===== src/lgc_pkg.sv =====
// Constants and state types for the LED grayscale latch and PWM control block
`default_nettype none
package lgc_pkg;
  // ==========================================
  // Shift register and latch layout
  localparam int SR_W        = 257;
  localparam int SR_MSB      = 256;
  localparam int GS_W        = 256;
  localparam int CH_N        = 16;
  localparam int GS_BITS     = 16;
  localparam int CTL_W       = 120;
  localparam int CTL_KEEP_W  = 119;
  localparam int CTL_TMR_BIT = 119;
  // ==========================================
  // Synchronised pin positions
  localparam int PIN_N     = 6;
  localparam int PIN_SIN   = 0;
  localparam int PIN_SCLK  = 1;
  localparam int PIN_LAT   = 2;
  localparam int PIN_GRAYSCALE_CLOCK = 3;
  localparam int PIN_BLANK = 4;
  localparam int PIN_SHORT = 5;
  // ==========================================
  // Register port map and fields
  localparam int ADDR_W = 8;
  localparam int DATA_W = 32;
  localparam logic [7:0] REG_STATUS  = 8'h00;
  localparam logic [7:0] REG_INT_EN  = 8'h04;
  localparam logic [7:0] REG_INT_CLR = 8'h08;
  localparam logic [7:0] REG_COUNTER = 8'h0C;
  localparam logic [7:0] REG_FLAGS   = 8'h10;
  localparam int EV_W        = 3;
  localparam int EV_GS       = 0;
  localparam int EV_CTL      = 1;
  localparam int EV_SHORT    = 2;
  localparam int FLAG_SHORT  = 0;
  localparam int FLAG_TMR    = 1;
  // ==========================================
  // Reset values and last counter value
  localparam logic [EV_W-1:0]    EV_RST   = 3'h0;
  localparam logic [GS_BITS-1:0] CNT_RST  = 16'h0000;
  localparam logic [GS_BITS-1:0] CNT_LAST = 16'hFFFF;
  localparam logic [CH_N-1:0]    CHAN_RST = 16'h0000;
  // ==========================================
  // State types
  typedef struct packed {
    logic [SR_W-1:0]       shift;
    logic [GS_W-1:0]       gs1;
    logic [GS_W-1:0]       gs2;
    logic [CTL_W-1:0]      ctl1;
    logic [CTL_KEEP_W-1:0] ctl2;
    logic [EV_W-1:0]       status;
    logic [EV_W-1:0]       irq_en;
    logic                  short_flag;
    logic                  restart;
    logic [DATA_W-1:0]     rdata;
  } lgc_core_state_t;
  typedef struct packed {
    logic [GS_BITS-1:0] cnt;
    logic [CH_N-1:0]    chan;
  } lgc_pwm_state_t;
endpackage
`default_nettype wire


===== src/lgc_pwm_if.sv =====
// Carrier between the latch core and the PWM counter
`default_nettype none
interface lgc_pwm_if;
  import lgc_pkg::*;
  logic                gs_tick;
  logic                blank;
  logic                force_off;
  logic                restart;
  logic [GS_W-1:0]     gs_values;
  logic [GS_BITS-1:0]  counter;
  logic [CH_N-1:0]     chan_on;
  logic                period_end;
  modport core (output gs_tick, blank, force_off, restart, gs_values,
                input counter, chan_on, period_end);
  modport pwm  (input gs_tick, blank, force_off, restart, gs_values,
                output counter, chan_on, period_end);
endinterface
`default_nettype wire


===== src/lgc_pin_sync.sv =====
// Two-stage pin synchroniser with rising edge detection
`default_nettype none
module lgc_pin_sync #(
  parameter int W = 6
) (
  input  wire logic         core_clk,
  input  wire logic         rst_b,
  input  wire logic [W-1:0] pin_in,
  output logic      [W-1:0] level,
  output logic      [W-1:0] rise
);
  typedef struct packed {
    logic [W-1:0] s1;
    logic [W-1:0] s2;
    logic [W-1:0] s3;
  } lgc_sync_state_t;

  lgc_sync_state_t st_q;
  lgc_sync_state_t st_d;

  always_comb
  begin
    st_d    = st_q;
    st_d.s1 = pin_in;
    st_d.s2 = st_q.s1;
    st_d.s3 = st_q.s2;
  end

  always_ff @(posedge core_clk or negedge rst_b)
  begin
    if (!rst_b)
      st_q <= '0;
    else
      st_q <= st_d;
  end

  // Edges seen only on the settled stages
  for (genvar i = 0; i < W; i++)
  begin : g_edge
    assign rise[i] = st_q.s2[i] & ~st_q.s3[i];
  end
  assign level = st_q.s2;
endmodule
`default_nettype wire


===== src/lgc_pwm.sv =====
// Grayscale counter and per-channel PWM compare
`default_nettype none
module lgc_pwm
  import lgc_pkg::*;
(
  input wire logic core_clk,
  input wire logic rst_b,
  lgc_pwm_if.pwm   bus
);
  lgc_pwm_state_t     st_q;
  lgc_pwm_state_t     st_d;
  logic [GS_BITS-1:0] cnt_next;
  logic [CH_N-1:0]    on_next;

  // ==========================================
  // Counter
  always_comb
  begin
    if (bus.blank || bus.restart)
      cnt_next = CNT_RST;
    else if (bus.gs_tick)
      cnt_next = GS_BITS'(st_q.cnt + 1'b1);
    else
      cnt_next = st_q.cnt;
  end

  for (genvar i = 0; i < CH_N; i++)
  begin : g_chan
    assign on_next[i] = ~bus.blank & ~bus.force_off
                        & (cnt_next < bus.gs_values[i*GS_BITS +: GS_BITS]);
  end

  always_comb
  begin
    st_d      = st_q;
    st_d.cnt  = cnt_next;
    st_d.chan = on_next;
  end

  always_ff @(posedge core_clk or negedge rst_b)
  begin
    if (!rst_b)
      st_q <= '0;
    else
      st_q <= st_d;
  end

  assign bus.counter    = st_q.cnt;
  assign bus.chan_on    = st_q.chan;
  assign bus.period_end = bus.gs_tick & ~bus.blank & ~bus.restart & (st_q.cnt == CNT_LAST);
endmodule
`default_nettype wire


===== src/lgc_top.sv =====
// LED driver latch transfer, grayscale PWM control and register port
//
// Design decisions made here: the address map and the plain strobed port.
`default_nettype none
module lgc_top
  import lgc_pkg::*;
(
  input  wire logic                  core_clk,
  input  wire logic                  rst_b,
  input  wire logic                  serial_in,
  input  wire logic                  shift_clock,
  input  wire logic                  latch_strobe,
  input  wire logic                  grayscale_clock,
  input  wire logic                  blank,
  input  wire logic                  reference_current_pin,
  output logic                       serial_out,
  output logic      [CH_N-1:0]       channel_output,
  output logic      [CTL_KEEP_W-1:0] brightness_setting,
  output logic                       reference_short_flag,
  output logic                       irq,
  input  wire logic [ADDR_W-1:0]     reg_addr,
  input  wire logic [DATA_W-1:0]     reg_wdata,
  input  wire logic                  reg_wr,
  input  wire logic                  reg_rd,
  output logic      [DATA_W-1:0]     reg_rdata
);
  lgc_core_state_t st_q;
  lgc_core_state_t st_d;
  logic [PIN_N-1:0] pin_lvl;
  logic [PIN_N-1:0] pin_rise;
  logic [PIN_N-1:0] pin_raw;
  logic [EV_W-1:0]  ev_set;
  logic [EV_W-1:0]  ev_clr;
  logic             sclk_rise;
  logic             lat_rise;
  logic             short_lvl;

  lgc_pwm_if pwm_bus ();

  // ==========================================
  // Pin synchronisers
  assign pin_raw = {reference_current_pin, blank, grayscale_clock, latch_strobe, shift_clock, serial_in};

  lgc_pin_sync #(
    .W (PIN_N)
  ) u_sync (
    .core_clk (core_clk),
    .rst_b    (rst_b),
    .pin_in   (pin_raw),
    .level    (pin_lvl),
    .rise     (pin_rise)
  );

  assign sclk_rise = pin_rise[PIN_SCLK];
  assign lat_rise  = pin_rise[PIN_LAT];
  assign short_lvl = pin_lvl[PIN_SHORT];

  // ==========================================
  // PWM counter
  assign pwm_bus.gs_tick   = pin_rise[PIN_GRAYSCALE_CLOCK];
  assign pwm_bus.blank     = pin_lvl[PIN_BLANK];
  assign pwm_bus.force_off = short_lvl;
  assign pwm_bus.restart   = st_q.restart;
  assign pwm_bus.gs_values = st_q.gs2;

  lgc_pwm u_pwm (
    .core_clk (core_clk),
    .rst_b    (rst_b),
    .bus      (pwm_bus.pwm)
  );

  // ==========================================
  // Events and clears
  always_comb
  begin
    ev_set           = EV_RST;
    ev_set[EV_GS]    = lat_rise & ~st_q.shift[SR_MSB];
    ev_set[EV_CTL]   = lat_rise & st_q.shift[SR_MSB];
    ev_set[EV_SHORT] = short_lvl & ~st_q.short_flag;
    ev_clr           = EV_RST;
    if (reg_wr && reg_addr == REG_INT_CLR)
      ev_clr = reg_wdata[EV_W-1:0];
  end

  // ==========================================
  // Next state
  always_comb
  begin
    st_d         = st_q;
    st_d.restart = 1'b0;
    if (sclk_rise)
      st_d.shift = {st_q.shift[SR_W-2:0], pin_lvl[PIN_SIN]};
    if (lat_rise)
    begin
      if (st_q.shift[SR_MSB])
        st_d.ctl1 = st_q.shift[CTL_W-1:0];
      else
      begin
        st_d.gs1 = st_q.shift[GS_W-1:0];
        if (st_q.ctl1[CTL_TMR_BIT])
        begin
          st_d.gs2     = st_q.shift[GS_W-1:0];
          st_d.ctl2    = st_q.ctl1[CTL_KEEP_W-1:0];
          st_d.restart = 1'b1;
        end
      end
    end
    else if (pwm_bus.period_end)
    begin
      // Auto refresh at the end of each PWM period, except when a latch edge falls in that same cycle
      st_d.gs2  = st_q.gs1;
      st_d.ctl2 = st_q.ctl1[CTL_KEEP_W-1:0];
    end
    st_d.short_flag = short_lvl;
    // Set wins over a clear in the same cycle
    st_d.status = (st_q.status & ~ev_clr) | ev_set;
    if (reg_wr && reg_addr == REG_INT_EN)
      st_d.irq_en = reg_wdata[EV_W-1:0];
    st_d.rdata = '0;
    if (reg_rd)
    begin
      unique case (reg_addr)
        REG_STATUS:  st_d.rdata = DATA_W'(st_q.status);
        REG_INT_EN:  st_d.rdata = DATA_W'(st_q.irq_en);
        REG_COUNTER: st_d.rdata = DATA_W'(pwm_bus.counter);
        REG_FLAGS:   st_d.rdata = DATA_W'({st_q.ctl1[CTL_TMR_BIT], st_q.short_flag});
        default:     st_d.rdata = '0;
      endcase
    end
  end

  always_ff @(posedge core_clk or negedge rst_b)
  begin
    if (!rst_b)
      st_q <= '0;
    else
      st_q <= st_d;
  end

  // ==========================================
  // Outputs
  assign serial_out           = st_q.shift[SR_MSB];
  assign channel_output       = pwm_bus.chan_on;
  assign brightness_setting   = st_q.ctl2;
  assign reference_short_flag = st_q.short_flag;
  assign irq                  = |(st_q.status & st_q.irq_en);
  assign reg_rdata            = st_q.rdata;
endmodule
`default_nettype wire


===== config.mk =====
export PLATFORM = sky130hd
export DESIGN_NAME = lgc_top
export DESIGN_NICKNAME = d
export VERILOG_FILES = /design/src/lgc_pkg.sv /design/src/lgc_pwm_if.sv /design/src/lgc_pin_sync.sv /design/src/lgc_pwm.sv /design/src/lgc_top.sv
export SDC_FILE = /design/constraint.sdc
export NUM_CORES = 2
export LEC_CHECK = 0
export ABC_AREA = 0
export BUFFER_PORTS_ARGS = -buffer_cell sky130_fd_sc_hd__buf_4
export CAP_MARGIN = 20
export CORE_MARGIN = 4
export CORE_UTILIZATION = 40
export DETAILED_ROUTE_END_ITERATION = 12
export SLEW_MARGIN = 20
export SYNTH_ARGS = -nofsm -noshare
export SYNTH_HDL_FRONTEND = slang
export SYNTH_SLANG_ARGS = --single-unit

===== constraint.sdc =====
create_clock -name core_clk -period 4.6 [get_ports core_clk]
set_clock_uncertainty 0.15 [all_clocks]
set_input_delay 0.46 -clock core_clk [delete_from_list [all_inputs] [get_ports core_clk]]
set_output_delay 0.46 -clock core_clk [all_outputs]
set_load 0.02 [all_outputs]

==> metrics.md <==
| Metric | Value |
|---|---|
| Run status | completed |
| Delay-heaviest family, CP | simple AND/OR/NAND/NOR gates |
| Gp weighted congestion | 0.7796 |
| Min-Delay Path Class | in2reg |
| CTS Root Cell | clkbuf_16 |
| Starting DRT DRC Count | 2244 |
| Worst EP required | 5.01 ns |
| Die area | 128500 um2 |
| Worst-Skew Late Latency | around 0.7 ns |
| HP Start | reg_addr[3] |
| RSZ-0062 raised after global routing | no |
| Worst Hold Path EP | reg_rdata[1]$_DFF_PN0_ |
| Met1 GRT Util | 24.74% |
| Number of synthesized flops with an enable pin | 0 |
| Drt wl/cell | 18.32 um |
| Global-route usage over all layers | between 15 and 20% |
| Critical Path AT | 4.57 ns |
| Max-cap check violation count | 0 |
| Mapped Avg Cell Area | 11.65 um2 |
| Hold Crit Depth | 4 |
| Max frequency | between 200 and 250 MHz |
| Post-cts gate resize count | 0 |
| Ys Warns | 0 |
| Fin crit share | 90.56% |
| Diode count | 0 |
| WHS | 0.06132 ns |
| Post-synthesis cell count | 4218 |
| Routed vias | 30715 |
| Grt peak-use layer | met2 |
| Setup slack, reg-to-reg | between 0.4 and 0.5 ns |
| Async set-reset flop share out of synthesis | 100.0% |
| Hold Fails Final Rpt | 0 |
| TritonCTS clock tree | yes |
| Worst path cell trace | and2b_1, and4_1, nand3_1, or3_1, a21oi_2, buf_4, ha_1, nand3_1, nor2_1, a221oi_1, o31ai_1, maj3_1, a2111oi_1 |
| Final setup margin | 0.4344 ns |
| Largest net degree at the start of global routing | 197 |
| Final TNS setup | 0 ns |
| CP Depth | 13 |
| Crit. End Element | flip-flop |
| Initial antenna violation count | 2 |
| Die H | 358.5 um |
| Layout Nets | 4528 |
| Clock buffer count from CTS | between 100 and 150 |
| Layout area overhead | 12.57% |
| Worst path max stage delay | between 0.4 and 0.5 ns |
| Final core utilization | 45.39% |
| Setup violations, final | 0 |
| Worst slack, placed | 0.4790 ns |
| Drt first pass iters | 5 |
| R2R cell count | 13 |
| Grt met3 use | 2.628% |
| Layout cells sized above 1 | between 20% and 30% |
| H-tree depth | 3 |
| DP HPWL | 67.00 mm |
| Post-route cell area | 55320 um2 |
| Min cycle time layout | 4.166 ns |
| Critical path class | reg2reg |
| Dpl cell area | between 50000 and 60000 um2 |
| Post-synthesis register bit count | 1079 |
| DP Cell Count | between 5000 and 6000 |
| Buf/Inv on CP | 1 |
| Synth unique cells | slightly below 60 |
| Tot Pwr | slightly above 20 mW |
| PD cells | 363.4 nW/um2 |
| Final WL | 109.5 mm |
| First-pass GRT wire length | around 180 mm |
| Io pins | 220 |
| R2r startpoint | u_sync.st_q[3]$_DFF_PN0_ |
| Worst Path Max Fanout | 13 |
| CTS clk-pin slew, worst paths | 0.06 ns |
| Met2 Use GR | 26.89% |
| Final ANT Viol Nets | 0 |
| R2r endpoint | u_pwm.bus.chan_on[11]$_DFF_PN0_ |
| DRC viols | 0 |
| Sequential element share of the synthesized area | 54.95% |
| Maximum root-to-sink buffer count | 3 |
| Slowest cell on crit path | a2111oi_1 |
| Top FF cell, synth | dfrtp_1 |
| Initial Utilization | between 40% and 50% |
| Most common cell on crit path | nand3_1 |
| Worst setup SP type | flip-flop |
| Max VDD drop | 0.2839 mV |
| Row cnt | 128 |
| Tightest Pin Transition | 0.9381 ns |
| Port Buffers | 174 |
| Final std cells w/o fill | 5976 |
| Slew margin rel. | a little under two fifths |
| Core area | 121900 um2 |
| Slew Viols, Final | 0 |
| Leak | 26.56 nW |
| Fill count | 11111 |
| Number of clock sinks | 1079 |
| Vias/cell | 5.140 |
| Die Wd | ~360 um |
| Mapped cell area | between 40000 and 50000 um2 |
| Vias in the first global route | roughly 31000 |
| Overflow left after global routing | 0 |
power by group:
group	switching, mW	internal (mW)	total (mW)
registers	0.132	9.63	9.76
logic	0.515	0.261	0.776
clock network	3.88	5.69	9.57
total	4.53	15.6	20.1
flip-flops by register name, summed over array words and instances, names as in the netlist:
signal,cells
brightness_setting,119
pwm_bus.gs_values,256
pwm_bus.restart,1
reference_short_flag,1
reg_rdata,16
serial_out,1
st_q,638
u_pwm.bus.chan_on,16
u_pwm.bus.counter,16
u_sync.level,6
u_sync.st_d,6
u_sync.st_q,3
logic make-up after synthesis:
logic type / count (synthesis) / synth area share, %
buffers and inverters: 646 / 6.941
other: 1 / 0.007631
adders and majority gates: 233 / 5.892
muxes: 760 / 17.41
AOI/OAI and AO/OA: 506 / 6.528
DFF: 1079 / 54.95
xor gates and xnor gates: 12 / 0.2292
and+or+nand+nor: 981 / 8.048
timing repair:
| item | 4_1_cts | 5_1_grt |
|---|---|---|
| hold endpoints to repair | 75 | 0 |
| hold buffers | 15 | 0 |
| buffers inserted | 0 | 0 |
cell type report:
cell class	count	area, um2	area share (%)
clock inverters	46	603.1	1.090
inverters	284	1066	1.927
clock buffers	166	3356	6.066
flip-flops and latches	1079	27000	48.81
well taps	1625	2033	3.676
repair buffers	268	2382	4.307
multi-input cells	2508	18880	34.12
tightest hold or removal path, cell delays in order:
cell and delay [ns]:
buf_4 0.13, nor2_1 0.07, a22oi_1 0.14, nor2_1 0.05
worst max-delay path by stage:
stage	from	endpoint	slack (ns)
6_report	u_sync.st_q[3]$_DFF_PN0_	u_pwm.bus.chan_on[11]$_DFF_PN0_	0.43
5_1_grt	u_sync.st_q[3]$_DFF_PN0_	u_pwm.bus.chan_on[12]$_DFF_PN0_	0.21
4_1_cts	u_sync.st_q[3]$_DFF_PN0_	u_pwm.bus.chan_on[11]$_DFF_PN0_	0.48
3_5_place_dp	u_sync.st_q[3]$_DFF_PN0_	u_pwm.bus.chan_on[11]$_DFF_PN0_	0.48
3_3_place_gp	u_sync.st_q[3]$_DFF_PN0_	u_pwm.bus.chan_on[11]$_DFF_PN0_	0.56
2_1_floorplan	u_sync.st_q[3]$_DFF_PN0_	u_pwm.bus.chan_on[10]$_DFF_PN0_	0.50
cell usage in the layout, fill, tap and decap left out, types with 13 or more instances in the layout:
| cell type | n |
|---|---|
| dfrtp_1 | 1079 |
| inv_1 | 284 |
| nand3_1 | 24 |
| ha_1 | 225 |
| nand4_1 | 28 |
| o31ai_1 | 16 |
| clkbuf_1 | 19 |
| dlygate4sd3_1 | 15 |
| a21oi_1 | 66 |
| and2_1 | 14 |
| conb_1 | 16 |
| clkbuf_8 | 35 |
| a211oi_1 | 19 |
| nor2_1 | 309 |
| nand2_1 | 545 |
| a31oi_1 | 272 |
| clkbuf_16 | 112 |
| buf_12 | 26 |
| clkinv_2 | 25 |
| o21ai_0 | 49 |
| mux2_2 | 754 |
| buf_4 | 226 |
| o22ai_1 | 13 |
cell usage after synthesis, types with 6 or more instances:
library cell     n  share of area (%)
nor3_1           9              0.092
maj3_1           8               0.16
a31oi_1        272                3.5
o211ai_1         7               0.11
nand4_1         28               0.36
dfrtp_1       1079                 55
a21oi_1         69               0.70
and4_1           6               0.11
buf_2           32               0.33
xor2_1          10               0.18
mux2_2         754                 17
o22ai_1         13               0.17
buf_6           33               0.76
nand2_1        546                4.2
inv_1          284                2.2
a2111oi_1        6               0.12
a2111oi_0        8               0.14
a21o_1          11               0.17
o21ai_0         49               0.50
clkbuf_1       112               0.86
o31ai_1         16               0.24
nand3_1         24               0.24
a221oi_1         7               0.12
o21a_1          11               0.17
buf_4          183                2.8
ha_1           225                5.7
a211o_1          7               0.12
and2_1          14               0.18
or2_2           10               0.13
a211oi_1        19               0.29
nor2_1         321                2.5
layer usage:
layer / up-vias / routed length (um) / share of wire (%)
li1: 14421 / - / -
met1: 15592 / 52800 / 48
met2: 547 / 49040 / 45
met3: 155 / 4841 / 4.4
met4: 0 / 2811 / 2.6
met5: - / 0 / 0
(Power assumes the default switching activity.)
